===== src/design/dtcu_pkg.sv =====
// Constants shared by the dual timer/counter unit and its timer core.
// Assumes one system clock and an 8-bit special function register port.
package dtcu_pkg;

  // Register addresses in the special function register space
  localparam logic [7:0] DTCU_ADDR_CONTROL = 8'h88;
  localparam logic [7:0] DTCU_ADDR_MODE    = 8'h89;
  localparam logic [7:0] DTCU_ADDR_T0_LOW  = 8'h8A;
  localparam logic [7:0] DTCU_ADDR_T1_LOW  = 8'h8B;
  localparam logic [7:0] DTCU_ADDR_T0_HIGH = 8'h8C;
  localparam logic [7:0] DTCU_ADDR_T1_HIGH = 8'h8D;
  localparam logic [7:0] DTCU_ADDR_CLKSEL  = 8'h8E;

  // Reset values
  localparam logic [7:0] DTCU_RST_BYTE = 8'h00;
  localparam logic [1:0] DTCU_RST_PAIR = 2'h0;

  // Timer control bit positions for timer 0; timer 1 sits one step higher
  localparam int DTCU_CTL_IT0  = 0;
  localparam int DTCU_CTL_IE0  = 1;
  localparam int DTCU_CTL_TR0  = 4;
  localparam int DTCU_CTL_TF0  = 5;
  localparam int DTCU_CTL_STEP = 2;

  // Timer mode nibble: timer 0 low nibble, timer 1 high nibble
  localparam int DTCU_MODE_NIB  = 4;
  localparam int DTCU_MODE_GATE = 3;
  localparam int DTCU_MODE_CT   = 2;
  localparam int DTCU_MODE_LSB  = 0;

  // Clock select one fields
  localparam int DTCU_CK_SYSSEL = 0;
  localparam int DTCU_CK_SRC0   = 2;
  localparam int DTCU_CK_STEP   = 2;

  typedef enum logic [1:0] {
    DTCU_MODE_13     = 2'h0,
    DTCU_MODE_16     = 2'h1,
    DTCU_MODE_RELOAD = 2'h2,
    DTCU_MODE_RSVD   = 2'h3
  } dtcu_mode_t;

  typedef enum logic [1:0] {
    DTCU_SRC_DIV4    = 2'h0,
    DTCU_SRC_DIV64   = 2'h1,
    DTCU_SRC_DIV1024 = 2'h2,
    DTCU_SRC_SUBOSC  = 2'h3
  } dtcu_src_t;

  // Prescaler: a tick when the masked bits are all ones
  localparam int          DTCU_PRE_W       = 10;
  localparam logic [9:0]  DTCU_PRE_ONE     = 10'h001;
  localparam logic [9:0]  DTCU_PRE_MASK4   = 10'h003;
  localparam logic [9:0]  DTCU_PRE_MASK64  = 10'h03F;
  localparam logic [9:0]  DTCU_PRE_MASK1K  = 10'h3FF;

  // Counting constants
  localparam logic [7:0]  DTCU_BYTE_ONE    = 8'h01;
  localparam logic [7:0]  DTCU_BYTE_FULL   = 8'hFF;
  localparam logic [4:0]  DTCU_LOW13_FULL  = 5'h1F;
  localparam logic [4:0]  DTCU_LOW13_ONE   = 5'h01;
  localparam logic [15:0] DTCU_WORD_ONE    = 16'h0001;
  localparam logic [15:0] DTCU_WORD_FULL   = 16'hFFFF;

  // Pin synchroniser lanes
  localparam int         DTCU_PIN_EXT_IRQ_PIN_ZERO = 0;
  localparam int         DTCU_PIN_CNT0 = 2;
  localparam int         DTCU_PIN_SUB  = 4;
  localparam int         DTCU_PIN_N    = 5;
  localparam logic [4:0] DTCU_PIN_IDLE = 5'h1F;

endpackage


===== src/design/dtcu_top.sv =====
// Dual timer/counter unit with external interrupt 0/1 flag logic.
// Assumes a byte-wide register port on clk_sys and vector pulses from the CPU.
`timescale 1ns/1ns
module dtcu_top (
  input  wire logic       clk_sys,
  input  wire logic       reset,
  input  wire logic [7:0] sfr_addr,
  input  wire logic       sfr_wr,
  input  wire logic [7:0] sfr_wdata,
  output logic      [7:0] sfr_rdata_q,
  input  wire logic       vector_ack_timer0,
  input  wire logic       vector_ack_timer1,
  input  wire logic       vector_ack_ext0,
  input  wire logic       vector_ack_ext1,
  input  wire logic       idle_request,
  input  wire logic       power_down_request,
  input  wire logic       ext_irq_pin_zero,
  input  wire logic       ext_irq_pin_one,
  input  wire logic       count_pin_zero,
  input  wire logic       count_pin_one,
  input  wire logic       sub_oscillator_clock,
  output logic            timer0_overflow_flag,
  output logic            timer1_overflow_flag,
  output logic            ext_irq0_flag,
  output logic            ext_irq1_flag,
  output logic            system_clock_select
);
  import dtcu_pkg::*;

  logic [4:0]  pin_meta_q;
  logic [4:0]  pin_sync_q;
  logic [4:0]  pin_prev_q;
  logic [4:0]  pin_fall;
  logic        sub_rise;

  logic [1:0]  tf_q;
  logic [1:0]  tr_q;
  logic [1:0]  ie_q;
  logic [1:0]  it_q;
  logic [7:0]  mode_q;
  logic [7:0]  clksel_q;
  logic [9:0]  pre_q;

  logic        wr_control;
  logic [1:0]  ack_timer;
  logic [1:0]  ack_ext;
  logic [1:0]  gate_ok;
  logic [1:0]  pre_tick;
  logic [1:0]  tick;
  logic [1:0]  ovf;
  logic [1:0]  wr_low;
  logic [1:0]  wr_high;
  logic [7:0]  cnt_low [2];
  logic [7:0]  cnt_high [2];

  assign wr_control = sfr_wr && (sfr_addr == DTCU_ADDR_CONTROL);
  assign ack_timer  = {vector_ack_timer1, vector_ack_timer0};
  assign ack_ext    = {vector_ack_ext1, vector_ack_ext0};

  // Two-stage synchronisers for every pin; edges taken past the second stage
  always_ff @(posedge clk_sys)
  begin
    if (reset)
    begin
      pin_meta_q <= DTCU_PIN_IDLE;
      pin_sync_q <= DTCU_PIN_IDLE;
      pin_prev_q <= DTCU_PIN_IDLE;
    end
    else
    begin
      pin_meta_q <= {sub_oscillator_clock, count_pin_one, count_pin_zero,
                     ext_irq_pin_one, ext_irq_pin_zero};
      pin_sync_q <= pin_meta_q;
      pin_prev_q <= pin_sync_q;
    end
  end

  assign pin_fall = pin_prev_q & ~pin_sync_q;
  assign sub_rise = pin_sync_q[DTCU_PIN_SUB] & ~pin_prev_q[DTCU_PIN_SUB];

  // Shared prescaler; frozen in power-down, free in idle
  always_ff @(posedge clk_sys)
  begin
    if (reset)
      pre_q <= '0;
    else if (!power_down_request)
      pre_q <= pre_q + DTCU_PRE_ONE;
  end

  // Mode and clock select registers
  always_ff @(posedge clk_sys)
  begin
    if (reset)
    begin
      mode_q   <= DTCU_RST_BYTE;
      clksel_q <= DTCU_RST_BYTE;
    end
    else if (sfr_wr)
    begin
      if (sfr_addr == DTCU_ADDR_MODE)
        mode_q <= sfr_wdata;
      if (sfr_addr == DTCU_ADDR_CLKSEL)
        clksel_q <= sfr_wdata;
    end
  end

  always_ff @(posedge clk_sys)
  begin
    if (reset)
      system_clock_select <= 1'b0;
    else
      system_clock_select <= clksel_q[DTCU_CK_SYSSEL];
  end

  for (genvar i = 0; i < 2; i++)
  begin : g_timer
    dtcu_mode_t mode_i;
    dtcu_src_t  src_i;

    assign mode_i = dtcu_mode_t'(mode_q[DTCU_MODE_NIB*i+DTCU_MODE_LSB +: 2]);
    assign src_i  = dtcu_src_t'(clksel_q[DTCU_CK_SRC0+DTCU_CK_STEP*i +: 2]);

    always_comb
    begin
      case (src_i)
        DTCU_SRC_DIV4:    pre_tick[i] = ((pre_q & DTCU_PRE_MASK4) == DTCU_PRE_MASK4);
        DTCU_SRC_DIV64:   pre_tick[i] = ((pre_q & DTCU_PRE_MASK64) == DTCU_PRE_MASK64);
        DTCU_SRC_DIV1024: pre_tick[i] = ((pre_q & DTCU_PRE_MASK1K) == DTCU_PRE_MASK1K);
        default:          pre_tick[i] = sub_rise;
      endcase
    end

    // Gate requires the interrupt pin high; without gate only run and power-down matter
    assign gate_ok[i] = !mode_q[DTCU_MODE_NIB*i+DTCU_MODE_GATE]
                        || pin_sync_q[DTCU_PIN_EXT_IRQ_PIN_ZERO+i];
    assign tick[i] = tr_q[i] && gate_ok[i] && !power_down_request
                     && (mode_q[DTCU_MODE_NIB*i+DTCU_MODE_CT]
                         ? pin_fall[DTCU_PIN_CNT0+i] : pre_tick[i]);

    dtcu_timer u_timer (
      .clk_sys    (clk_sys),
      .reset      (reset),
      .tick       (tick[i]),
      .mode       (mode_i),
      .wr_low     (wr_low[i]),
      .wr_high    (wr_high[i]),
      .wdata      (sfr_wdata),
      .count_low  (cnt_low[i]),
      .count_high (cnt_high[i]),
      .overflow   (ovf[i])
    );

    // Overflow flag: set wins over software write and vector clear
    always_ff @(posedge clk_sys)
    begin
      if (reset)
        tf_q[i] <= 1'b0;
      else if (ovf[i])
        tf_q[i] <= 1'b1;
      else if (wr_control)
        tf_q[i] <= sfr_wdata[DTCU_CTL_TF0+DTCU_CTL_STEP*i];
      else if (ack_timer[i])
        tf_q[i] <= 1'b0;
    end

    always_ff @(posedge clk_sys)
    begin
      if (reset)
      begin
        tr_q[i] <= 1'b0;
        it_q[i] <= 1'b0;
      end
      else if (wr_control)
      begin
        tr_q[i] <= sfr_wdata[DTCU_CTL_TR0+DTCU_CTL_STEP*i];
        it_q[i] <= sfr_wdata[DTCU_CTL_IT0+DTCU_CTL_STEP*i];
      end
    end

    // External flag: latched on falling edge, or tracking a low pin level
    always_ff @(posedge clk_sys)
    begin
      if (reset)
        ie_q[i] <= 1'b0;
      else if (!it_q[i])
        ie_q[i] <= !pin_sync_q[DTCU_PIN_EXT_IRQ_PIN_ZERO+i];
      else if (pin_fall[DTCU_PIN_EXT_IRQ_PIN_ZERO+i])
        ie_q[i] <= 1'b1;
      else if (wr_control)
        ie_q[i] <= sfr_wdata[DTCU_CTL_IE0+DTCU_CTL_STEP*i];
      else if (ack_ext[i])
        ie_q[i] <= 1'b0;
    end
  end

  assign wr_low[0]  = sfr_wr && (sfr_addr == DTCU_ADDR_T0_LOW);
  assign wr_high[0] = sfr_wr && (sfr_addr == DTCU_ADDR_T0_HIGH);
  assign wr_low[1]  = sfr_wr && (sfr_addr == DTCU_ADDR_T1_LOW);
  assign wr_high[1] = sfr_wr && (sfr_addr == DTCU_ADDR_T1_HIGH);

  assign timer0_overflow_flag = tf_q[0];
  assign timer1_overflow_flag = tf_q[1];
  assign ext_irq0_flag        = ie_q[0];
  assign ext_irq1_flag        = ie_q[1];

  // Read data registered one cycle after the address; unmapped reads zero
  always_ff @(posedge clk_sys)
  begin
    if (reset)
      sfr_rdata_q <= DTCU_RST_BYTE;
    else
    begin
      case (sfr_addr)
        DTCU_ADDR_CONTROL: sfr_rdata_q <= {tf_q[1], tr_q[1], tf_q[0], tr_q[0],
                                           ie_q[1], it_q[1], ie_q[0], it_q[0]};
        DTCU_ADDR_MODE:    sfr_rdata_q <= mode_q;
        DTCU_ADDR_T0_LOW:  sfr_rdata_q <= cnt_low[0];
        DTCU_ADDR_T0_HIGH: sfr_rdata_q <= cnt_high[0];
        DTCU_ADDR_T1_LOW:  sfr_rdata_q <= cnt_low[1];
        DTCU_ADDR_T1_HIGH: sfr_rdata_q <= cnt_high[1];
        DTCU_ADDR_CLKSEL:  sfr_rdata_q <= clksel_q;
        default:           sfr_rdata_q <= DTCU_RST_BYTE;
      endcase
    end
  end
endmodule


===== src/design/dtcu_timer.sv =====
// One timer/counter core: low and high count bytes and the four modes.
// Assumes the caller supplies a single-cycle count tick and byte writes.
`timescale 1ns/1ns
module dtcu_timer (
  input  wire logic              clk_sys,
  input  wire logic              reset,
  input  wire logic              tick,
  input  wire dtcu_pkg::dtcu_mode_t mode,
  input  wire logic              wr_low,
  input  wire logic              wr_high,
  input  wire logic [7:0]        wdata,
  output logic      [7:0]        count_low,
  output logic      [7:0]        count_high,
  output logic                   overflow
);
  import dtcu_pkg::*;

  logic [7:0]  low_d;
  logic [7:0]  high_d;
  logic [15:0] word_inc;

  assign word_inc = {count_high, count_low} + DTCU_WORD_ONE;

  // A byte write in the same cycle takes precedence over counting
  always_comb
  begin
    low_d    = count_low;
    high_d   = count_high;
    overflow = 1'b0;
    if (tick && !wr_low && !wr_high)
    begin
      case (mode)
        DTCU_MODE_13:
        begin
          low_d[4:0] = count_low[4:0] + DTCU_LOW13_ONE;
          if (count_low[4:0] == DTCU_LOW13_FULL)
          begin
            high_d   = count_high + DTCU_BYTE_ONE;
            overflow = (count_high == DTCU_BYTE_FULL);
          end
        end
        DTCU_MODE_16:
        begin
          {high_d, low_d} = word_inc;
          overflow = ({count_high, count_low} == DTCU_WORD_FULL);
        end
        DTCU_MODE_RELOAD:
        begin
          overflow = (count_low == DTCU_BYTE_FULL);
          low_d    = overflow ? count_high : count_low + DTCU_BYTE_ONE;
        end
        default:
        begin
          low_d = count_low; // Reserved mode holds the count
        end
      endcase
    end
  end

  always_ff @(posedge clk_sys)
  begin
    if (reset)
    begin
      count_low  <= DTCU_RST_BYTE;
      count_high <= DTCU_RST_BYTE;
    end
    else
    begin
      count_low  <= wr_low ? wdata : low_d;
      count_high <= wr_high ? wdata : high_d;
    end
  end
endmodule


===== config.mk =====
export PLATFORM = sky130hd
export DESIGN_NAME = dtcu_top
export DESIGN_NICKNAME = d
export VERILOG_FILES = /design/src/design/dtcu_pkg.sv /design/src/design/dtcu_top.sv /design/src/design/dtcu_timer.sv
export SDC_FILE = /design/constraint.sdc
export NUM_CORES = 1
export LEC_CHECK = 0
export BUFFER_PORTS_ARGS = -buffer_cell sky130_fd_sc_hd__buf_2
export CORE_MARGIN = 2
export CORE_UTILIZATION = 50
export CTS_CLUSTER_SIZE = 10
export DETAILED_ROUTE_END_ITERATION = 12
export PLACE_DENSITY = 0.71
export SYNTH_ARGS = -nofsm -noshare
export SYNTH_HDL_FRONTEND = slang
export SYNTH_HIERARCHICAL = 1
export SYNTH_SLANG_ARGS = --single-unit

===== constraint.sdc =====
create_clock -name clk_sys -period 2.85 [get_ports clk_sys]
set_clock_uncertainty 0.2 [all_clocks]
set_input_delay 0.7125 -clock clk_sys [delete_from_list [all_inputs] [get_ports clk_sys]]
set_output_delay 0.7125 -clock clk_sys [all_outputs]
set_load 0.02 [all_outputs]

==> flow_summary_export.csv, run 1 <==
group,metric,value,unit
floorplan,rows,38,
synth,syn_nets,675,
cells_and_area,antenna_cells,0,
cells_and_area,nNetsFinal,724,
critical_path,worst_setup_path_start_kind,"flip-flop",
routing,routed_wl,15900,um
outcome,status,"finished, final reports clean",
critical_path,endpoint_kind,"flip-flop",
floorplan,fp.dieArea,11800,um2
clocking,cts_buffers,9,
routing,first_pass_iters,6,
synth,yosys_register_bits,90,
routing,wire_per_inst,19.3,um
sta,tightest_slew,607,ps
cells_and_area,syn_to_final_growth,12.5,%
sta,maxSlewHeadroom,59.4,%
global_route,grt-ovfl-total,0,
synth,yosysWarningCount,6,
critical_path,max_stage_delay,480,ps
critical_path,crit_path_frequent_cell,"and3_1",
sta,period_share,95.8,%
clocking,clkLatencyLatePin,380,ps
cells_and_area,fillers,1015,
synth,yosysSeqAreaShare,33.1,%
clocking,cts_root_buffer,"clkbuf_8",
synth,synth_area_per_cell,8.65,um2
routing,drc_errors,0,
place,place_ws,-98.5,ps
floorplan,initial_core_util,50.7,%
global_route,grt_max_degree,61,
clocking,htreeDepth,3,
job,drv_cap,0,
synth,async_flop_share,0,%
place,place_congestion,0.969,
critical_path,r2r_cells,9,
floorplan,die_y,108,um
sta,hold_viol,0,
synth,ys.flop_type,"dfxtp_1",
clocking,clk_pin_slew,90,ps
sta,rsz0062_at_grt,"false",
critical_path,cp_max_fo,10,
place,io_buffers,41,
floorplan,die_w,108,um
sta,maxSlewViolCount,0,
critical_path,cpMaxStageDelayCell,"or4_1",
critical_path,worstPathRequired,2950,ps
sta,timing.fmax,366,MHz
synth,synth_cells,630,
global_route,gr-usage-all-layers,27.8,%
cells_and_area,layout-drive-gt1-share,21.2,%
clocking,cts_tree,"done",
global_route,grt_antenna_before_repair,1,
critical_path,crit_chain,"and3_1 > nand3_2 > o2111ai_1 > and3_1 > nand2b_1 > nor2_1 > nand2_1 > or4_1 > a31oi_1",
synth,synth_area,5450,um2
floorplan,ioPinCount,43,
hold_path,whs_path_depth,1,
pwr,vdd.ir_drop.worst,0.288,mV
routing,drt_iter0_drc,421,
hold_path,hold_start,"pin_meta_q[4]",
sta,finalCriticalPeriod,2730,ps
sta,layout_setup_ws,118,ps
global_route,grt_pass1_wl,25000,um
cells_and_area,multi_input_area,3400,um2
clocking,clock-sinks,90,
pwr,leakage,2.24,nW
cells_and_area,seqCellArea,1800,um2
routing,ant_nets,0,
sta,setup_violations,0,
critical_path,worstSetupPathType,"reg -> reg",
place,dp_hpwl,11300,um
global_route,grt_pass1_vias,4820,
synth,synthDistinctLibCells,81,
clocking,clockBufferDepth,2,
clocking,postCtsSetupRepairBufs,0,
routing,vias_per_cell,6.27,
critical_path,timing.critical_path.from,"pre_q[3]",
cells_and_area,stdcell_area,6130,um2
routing,via_count,5167,
synth,synth_edf_count,0,
critical_path,r2r_slack,120,ps
place,dpl_cell_area,5930,um2
pwr,p_per_area,375,nW/um2
floorplan,core_area,10700,um2
critical_path,worstReg2RegStart,"pre_q[3]",
hold_path,holdCritPathClass,"reg -> reg",
critical_path,crit_arrival,2830,ps
[cells in the mapped netlist (all sizes together) (3+ instances only)]
master	count	area, um2
mux4	6	135
o211ai	10	85.1
dfxtp	90	1800
or2	18	113
a2111oi	5	43.8
o22ai	6	37.5
mux2i	33	334
a31oi	9	56.3
nand2b	7	43.8
or3	8	55.1
nand4	13	96.3
o311ai	4	35.0
and4	4	35.0
or4b	3	33.8
nor4	9	71.3
o31a	4	35.0
xor2	13	114
nor2b	23	144
a41oi	4	35.0
nand3	27	140
a311oi	8	70.1
nor2	56	229
and2b	4	30.0
a22oi	13	97.6
buf	11	75.1
ha	15	188
or3b	5	43.8
o2bb2ai	3	26.3
a211oi	10	75.1
xnor2	4	35.0
nor3	22	138
a21o	3	22.5
inv	31	116
nand2	34	128
clkbuf	22	82.6
mux2	5	56.3
and3	8	50.1
a21oi	25	125
o21ai	16	87.6
a311o	3	30.0
[routing by layer]
metal	track usage, %	up-vias	part of all wire, %
met5	0	-	0.082
met4	12.1	2	2.7
met1	36.6	2476	43
met2	44.4	215	46
li1	-	2437	-
met3	5.30	37	8.1
[path summary, 6_finish.rpt]
kind / endpoint
min reg2reg: pin_sync_q[4]
max: g_timer[1].u_timer/count_high[5]
min: pin_sync_q[4]
max reg2reg: g_timer[1].u_timer/count_high[5]
[critical path, delay by kind of cell, from the launching register on]
kind,cells,cell delay [ps]
AOI/OAI and AO/OA,2,370
DFF,1,400
and+or+nand+nor,7,1680
[through the flow]
step / util, % / TNS (ps) / hold slack [ps] / power, mW / cells
after floorplan: - / -112 / 189 / 1.39 / 630
after global placement: 55.1 / -183 / 192 / 1.46 / 808
after detailed placement: 55.1 / -426 / 196 / 1.46 / 808
after CTS: 57.0 / 0 / 219 / 2.32 / 824
after global routing: 57.1 / 0 / 235 / 2.40 / 824
final: 57.1 / 0 / 216 / 2.30 / 824
[cell usage in the layout (no fill, tap or decap), types with 9 or more instances in the layout]
master    Yosys  final
a211oi_1     10     10
a21oi_1      25     25
a22oi_1      13     13
a31oi_1       9      9
buf_2         6     41
buf_4         1     29
clkbuf_8      0      9
dfxtp_1      90     90
ha_1         15     14
inv_1        31     31
mux2i_1      32     32
nand2_1      34     34
nand3_1      26     25
nand4_1      12     12
nor2_1       54     53
nor2b_1      23     23
nor3_1       19     17
o21ai_0      14     14
or2_2        17     17
xor2_1       13     13
[where the power goes]
part / switching, mW / internal, mW / total [mW] / leakage (nW)
clock network: 0.525 / 0.341 / 0.866 / 0.0955
logic: 0.0987 / 0.0555 / 0.154 / 1.41
registers: 0.0107 / 1.27 / 1.28 / 0.728
total: 0.634 / 1.67 / 2.30 / 2.24
[sequential cells by signal, summed over array words and instances (netlist names)]
signal                      flops
mode_q                          8
it_q                            2
g_timer.u_timer/count_low      16
pin_sync_q                      5
pre_q                          10
system_clock_select             1
timer1_overflow_flag            1
timer0_overflow_flag            1
g_timer.u_timer/count_high     16
clksel_q                        8
pin_prev_q                      5
ext_irq0_flag                   1
tr_q                            2
ext_irq1_flag                   1
sfr_rdata_q                     8
pin_meta_q                      5
[final cells by class]
cell class	count	share of cell area [%]
multi-input combinational	475	55.4
clock buffer	9	2.02
tap	140	2.86
inverter	32	1.96
clock inverter	7	1.14
sequential	90	29.4
timing repair buffer	71	7.22
[timing repair]
item | 4_1_cts | 5_1_grt
endpoints found under the setup margin | 0 | 12
gates resized for setup | 0 | 4
hold buffers | 0 | 0
[cell families (layout without fill, tap and decap cells)]
logic type                 after synthesis  after routing  share of synthesized area, %
and+or+nand+nor                        254            254                          26.8
AOI/OAI and AO/OA                      145            145                          19.3
DFF                                     90             90                          33.1
buffers and inverters                   65            119                          5.10
muxes                                   44             44                          9.64
xor gates and xnor gates                17             17                          2.73
adders and majority gates               15             15                          3.44
Power figures use the tool's default switching activity.
==> run 2, diff against run 1 <==
Settings changed: CORE_UTILIZATION 50 to 45, PLACE_DENSITY 0.71 to not set.
Clock period 2.85 ns to 3.4 ns, I/O delays scaled along.
==> run 2 against run 1 <==
Non-clock buffer count fell by 16. Fmax decreased by 3.7%. Count of clock-buffer cells in the layout grew 1. Worst hold slack got worse by 6.4 ps. Critical path depth down 1. Routed wire length grew 2.1%. Register-to-register slack better by 450 ps. Flip-flop and latch count unchanged. Global-route usage shrank 2.2 points. Final cell count down 1.1%.
==> flow_summary_export.csv, run 2 (same netlist as run 1, synthesis figures left out) <==
group,metric,value,unit
cells_and_area,layout_common_cells,"90 x dfxtp_1, 54 x nor2_1, 41 x buf_2",
critical_path,crit_path_frequent_cell,"and3_1",
pwr,p_sw_share,23.5,%
sta,period_share,83.4,%
pwr,power.switching,0.540,mW
routing,drt_iter0_drc,479,
outcome,status,"finished, final reports clean",
floorplan,ioPinCount,43,
cells_and_area,nNetsFinal,708,
floorplan,die_y,114,um
pwr,pwr-share-seq,46.8,%
global_route,grt_pass1_wl,25600,um
critical_path,cp_max_fo,9,
cells_and_area,reg_top3,"g_timer.u_timer/count_high (16), g_timer.u_timer/count_low (16), pre_q (10)",
floorplan,die_w,114,um
critical_path,crit_chain,"and3_1 > nand3_1 > o2111ai_1 > and3_1 > or4b_4 > nor2_8 > or4b_1 > o211ai_2",
critical_path,cp_top_family,"simple AND/OR/NAND/NOR gates",
cells_and_area,syn_to_final_growth,12.4,%
critical_path,cpMaxStageDelayCell,"or4b_4",
cells_and_area,finish.utilization,51.4,%
clocking,clkLatencyLatePin,350,ps
critical_path,crit_arrival,2920,ps
sta,setup_violations,0,
sta,timing.fmax,353,MHz
routing,routed_wl,16200,um
clocking,htreeDepth,3,
routing,first_pass_iters,5,
sta,maxSlewHeadroom,60.2,%
clocking,cts_root_buffer,"clkbuf_16",
clocking,cts_buffers,9,
floorplan,rows,40,
sta,hold_viol,0,
clocking,cts_resized,0,
sta,whs,210,ps
sta,rsz0062_at_grt,"false",
sta,maxSlewViolCount,0,
critical_path,worst-path-buf-inv,0,
global_route,grt_max_degree,89,
cells_and_area,layout_commonest_cell,"dfxtp_1",
global_route,grt-ovfl-total,0,
clocking,postCtsSetupRepairBufs,0,
routing,vias_per_cell,6.13,
routing,via_count,5000,
place,io_buffers,41,
global_route,grt_pass1_vias,4642,
cells_and_area,antenna_cells,0,
pwr,internal_power,1.76,mW
floorplan,fp.dieArea,13000,um2
clocking,clock-sinks,90,
routing,ant_nets,0,
routing,wire_per_inst,19.9,um
job,drv_cap,0,
pwr,vdd.ir_drop.worst,0.253,mV
global_route,gr-usage-all-layers,25.6,%
sta,finalCriticalPeriod,2840,ps
critical_path,worst_setup_path_start_kind,"flip-flop",
floorplan,core_area,11900,um2
global_route,grt_antenna_before_repair,0,
sta,tns,0,ps
sta,tightest_slew,595,ps
hold_path,holdCritPathClass,"reg -> reg",
clocking,cts_tree,"done",
floorplan,initial_core_util,45.8,%
pwr,combPwrFrac,5.5,%
clocking,cts-hold-fix-buffers,0,
place,dp_hpwl,11500,um
critical_path,endpoint_kind,"flip-flop",
pwr,p_clk_share,47.7,%
critical_path,max_stage_delay,550,ps
pwr,leakage,2.22,nW
clocking,clk_pin_slew,70,ps
critical_path,worstSetupPathType,"reg -> reg",
cells_and_area,layout-drive-gt1-share,18.4,%
clocking,clockBufferDepth,2,
routing,drc_errors,0,
pwr,p_per_area,375,nW/um2
critical_path,worstPathRequired,3480,ps
place,place_congestion,0.908,
-- run 2: cell count changes in the layout (fill, tap and decap cells not counted), sizes merged --
cell    before  now
buf         71   55
clkbuf       9   10
inv         35   32
bufinv       0    2
-- run 2: routing by layer --
| metal | routed length, um | global-route usage, % | share of wire [%] |
|---|---|---|---|
| met5 | 0 | 0 | 0 |
| met1 | 7480 | 36.3 | 46 |
| met3 | 1230 | 5.24 | 7.6 |
| met4 | 473 | 9.67 | 2.9 |
| met2 | 7010 | 38.5 | 43 |
-- run 2: cell type report --
cell class	instances	area, um2
Fill cell	1144	5780
Sequential cell	90	1800
Timing Repair Buffer	55	323
Clock buffer	10	229
Multi-Input combinational cell	475	3380
Clock inverter	6	90.1
Inverter	32	120
Tap cell	147	184
-- run 2: power by group through the flow --
stage	registers, mW	clock network [mW]	logic, mW
after detailed placement	1.10	0	0.126
after global placement	1.10	0	0.124
after floorplan	1.10	0	0.0685
final	1.07	1.10	0.127
after CTS	1.07	1.11	0.126
after global routing	1.08	1.15	0.136
-- run 2: metrics by stage --
step	power, mW	setup WS, ps	cells	instance area (um2)
floorplan	1.16	178	630	5450
global placement	1.22	322	799	5810
detailed placement	1.22	298	799	5810
CTS	2.31	574	815	6130
global route	2.37	415	815	6130
finish	2.30	565	815	6130
-- run 2: worst paths after layout --
| check | start | endpoint | slack [ps] | cells past startpoint |
|---|---|---|---|---|
| max | pre_q[2] | g_timer[0].u_timer/count_high[4] | 560 | 8 |
| min | pin_meta_q[0] | pin_sync_q[0] | 210 | 1 |
| max reg2reg | pre_q[2] | g_timer[0].u_timer/count_high[4] | 560 | 8 |
| min reg2reg | pin_meta_q[0] | pin_sync_q[0] | 210 | 1 |
==> run 3, diff against run 2 <==
Settings changed: ABC_AREA set to 1.
Clock period 3.4 ns to 2.46 ns, I/O delays scaled along.
==> run 3 against run 2 <==
Synthesized area rose by 3.9%. Routed wire length is 8.6% higher. Synthesized cell count is 39% higher. Register-to-register slack lost 450 ps.
==> flow_summary_export.csv, run 3 <==
group,metric,value,unit
floorplan,core_area,12200,um2
sta,hold_viol,0,
critical_path,cp_max_fo,7,
sta,timing.fmax,427,MHz
place,place_ws,-112,ps
sta,maxSlewHeadroom,63.7,%
synth,synth_compound_area_share,15.9,%
synth,synth_mux_area_share,0,%
synth,synth_cells,878,
critical_path,r2r_cells,14,
synth,ys.flop_type,"dfxtp_1",
floorplan,initial_core_util,46.6,%
clocking,cts_root_buffer,"clkbuf_16",
cells_and_area,reg_top3,"g_timer.u_timer/count_high (16), g_timer.u_timer/count_low (16), pre_q (10)",
pwr,vdd.ir_drop.worst,0.358,mV
sta,maxSlewViolCount,0,
hold_path,holdPathEnd,"pin_sync_q[0]",
synth,synth_area,5670,um2
clocking,clk_pin_slew,70,ps
routing,first_pass_iters,8,
routing,drt_iter0_drc,387,
global_route,grt_antenna_before_repair,0,
global_route,use_met1,36.7,%
cells_and_area,fillers,1232,
outcome,status,"finished, final reports clean",
routing,routed_wl,17600,um
hold_path,whs_path_depth,1,
cells_and_area,nNetsFinal,1008,
sta,setup_violations,0,
synth,yosys_register_bits,90,
cells_and_area,syn_to_final_growth,19.8,%
synth,yosysWarningCount,6,
hold_path,hold_start,"pin_meta_q[0]",
global_route,grt_max_degree,55,
synth,synthDistinctLibCells,41,
clocking,clockBufferDepth,2,
synth,yosys.area_share.simple,37.1,%
global_route,grt_pass1_vias,5386,
global_route,grt_pass1_wl,27700,um
place,place_inst,1118,
critical_path,worst_setup_path_start_kind,"flip-flop",
synth,async_flop_share,0,%
synth,synth_edf_count,0,
routing,via_count,6011,
sta,whs,210,ps
floorplan,ioPinCount,43,
place,dp_hpwl,13100,um
floorplan,die_w,116,um
place,io_buffers,41,
critical_path,crit_arrival,2430,ps
critical_path,endpoint_kind,"flip-flop",
routing,wire_per_inst,15.5,um
synth,ys_top_cells_by_count,"206 x nand2_1, 125 x inv_1, 103 x nand3_1",
job,drv_cap,0,
clocking,clock-sinks,90,
global_route,top_usage_layer,"met2",
place,place_congestion,0.903,
clocking,htreeDepth,3,
synth,synth_top_area_share,31.8,%
global_route,grt-ovfl-total,0,
critical_path,worstSetupPathType,"reg -> reg",
critical_path,r2r_slack,120,ps
sta,layout_setup_ws,119,ps
routing,ant_nets,0,
cells_and_area,antenna_cells,0,
synth,synth_xor_area_share,1.08,%
clocking,clkLatencyLatePin,350,ps
global_route,met3_usage,2.85,%
pwr,leakage,2.97,nW
floorplan,die_y,116,um
synth,yosysMostFrequentCell,"nand2_1",
cells_and_area,layout-drive-gt1-share,19.1,%
clocking,cts-hold-fix-buffers,0,
synth,syn_nets,923,
critical_path,worstReg2RegStart,"pre_q[1]",
sta,period_share,95.2,%
routing,drc_errors,0,
synth,synthAdderAreaFrac,3.31,%
sta,finalCriticalPeriod,2340,ps
global_route,gr-usage-all-layers,26.9,%
synth,synth_area_per_cell,6.45,um2
routing,vias_per_cell,5.29,
cells_and_area,layout_commonest_cell,"nand2_1",
cells_and_area,finish.utilization,55.8,%
clocking,cts_buffers,9,
pwr,p_per_area,444,nW/um2
floorplan,fp.dieArea,13500,um2
synth,synth_top_area_cell,"dfxtp_1",
sta,tightest_slew,544,ps
critical_path,worstPathRequired,2540,ps
synth,synth_top_family_by_area,"simple AND/OR/NAND/NOR gates",
floorplan,rows,40,
hold_path,holdCritPathClass,"reg -> reg",
global_route,grt_use_met2,45.7,%
clocking,cts_tree,"done",
critical_path,r2r-end,"g_timer[0].u_timer/count_high[1]",
synth,yosys-top-cells-area,"dfxtp_1 32%, nand2_1 14%, nand3_1 9.1%, a21oi_1 8.8%, inv_1 8.3%",
cells_and_area,layout_common_cells,"203 x nand2_1, 122 x inv_1, 101 x nand3_1",
cells_and_area,layout.cells.non_filler,1136,
pwr,finalPower,3.01,mW
synth,yosysSeqAreaShare,31.8,%
run 3: cells by family after synthesis:
group	count (synthesis)
DFF	90
AOI/OAI and AO/OA	163
buffers and inverters	149
adders and majority gates	15
and+or+nand+nor	454
xor gates and xnor gates	7
run 3: worst max path at each step:
stage,cells past startpoint,to,from
finish,14,g_timer[0].u_timer/count_high[1],pre_q[1]
global route,15,g_timer[1].u_timer/count_low[2],pre_q[1]
global placement,14,g_timer[0].u_timer/count_high[7],pre_q[1]
detailed placement,14,g_timer[0].u_timer/count_high[5],pre_q[1]
CTS,15,g_timer[1].u_timer/count_low[2],pre_q[1]
floorplan,13,timer0_overflow_flag,sfr_addr[4]
run 3: timing repair:
action,4_1_cts,5_1_grt
setup endpoints to repair,21,33
buffers inserted,2,0
gates resized for setup,10,16
pin swaps,1,4
run 3: where the power goes:
| part | total, mW | switching, mW | internal, mW |
|---|---|---|---|
| combinational | 0.198 | 0.132 | 0.0663 |
| clock | 1.34 | 0.619 | 0.719 |
| sequential | 1.48 | 0.00628 | 1.47 |
| total | 3.01 | 0.758 | 2.26 |
run 3: layout make-up:
type                       count  area [um2]  share of cell area (%)
clock buffer                  11         243                    3.58
sequential                    90        1800                    26.6
multi-input combinational    639        3360                    49.5
tap                          168         210                    3.10
inverter                     129         490                    7.23
timing repair buffer          94         644                    9.49
clock inverter                 5        38.8                   0.571
run 3: stage by stage:
stage	instance area, um2	TNS, ps
6_report	6790	0
5_1_grt	6790	-3.85
4_1_cts	6750	-36.1
3_5_place_dp	6420	-1150
3_3_place_gp	6420	-917
2_1_floorplan	5710	-0.322
run 3: critical path, cell delays in order, from the launching register on:
cell,delay [ps]
dfxtp_2,350
ha_2,190
nand2_2,80
nor2_4,110
nand3_2,100
nand2_1,80
nand2_1,60
a21oi_1,260
inv_2,110
nor2_4,130
o211ai_4,130
nor2_8,160
o21a_1,140
nand2_1,60
a21oi_1,120
run 3: routing by layer:
layer / up-vias / part of all wire, %
met4: 0 / 1.3
met2: 190 / 48
met5: - / 0
li1: 3024 / -
met3: 22 / 5.3
met1: 2775 / 46
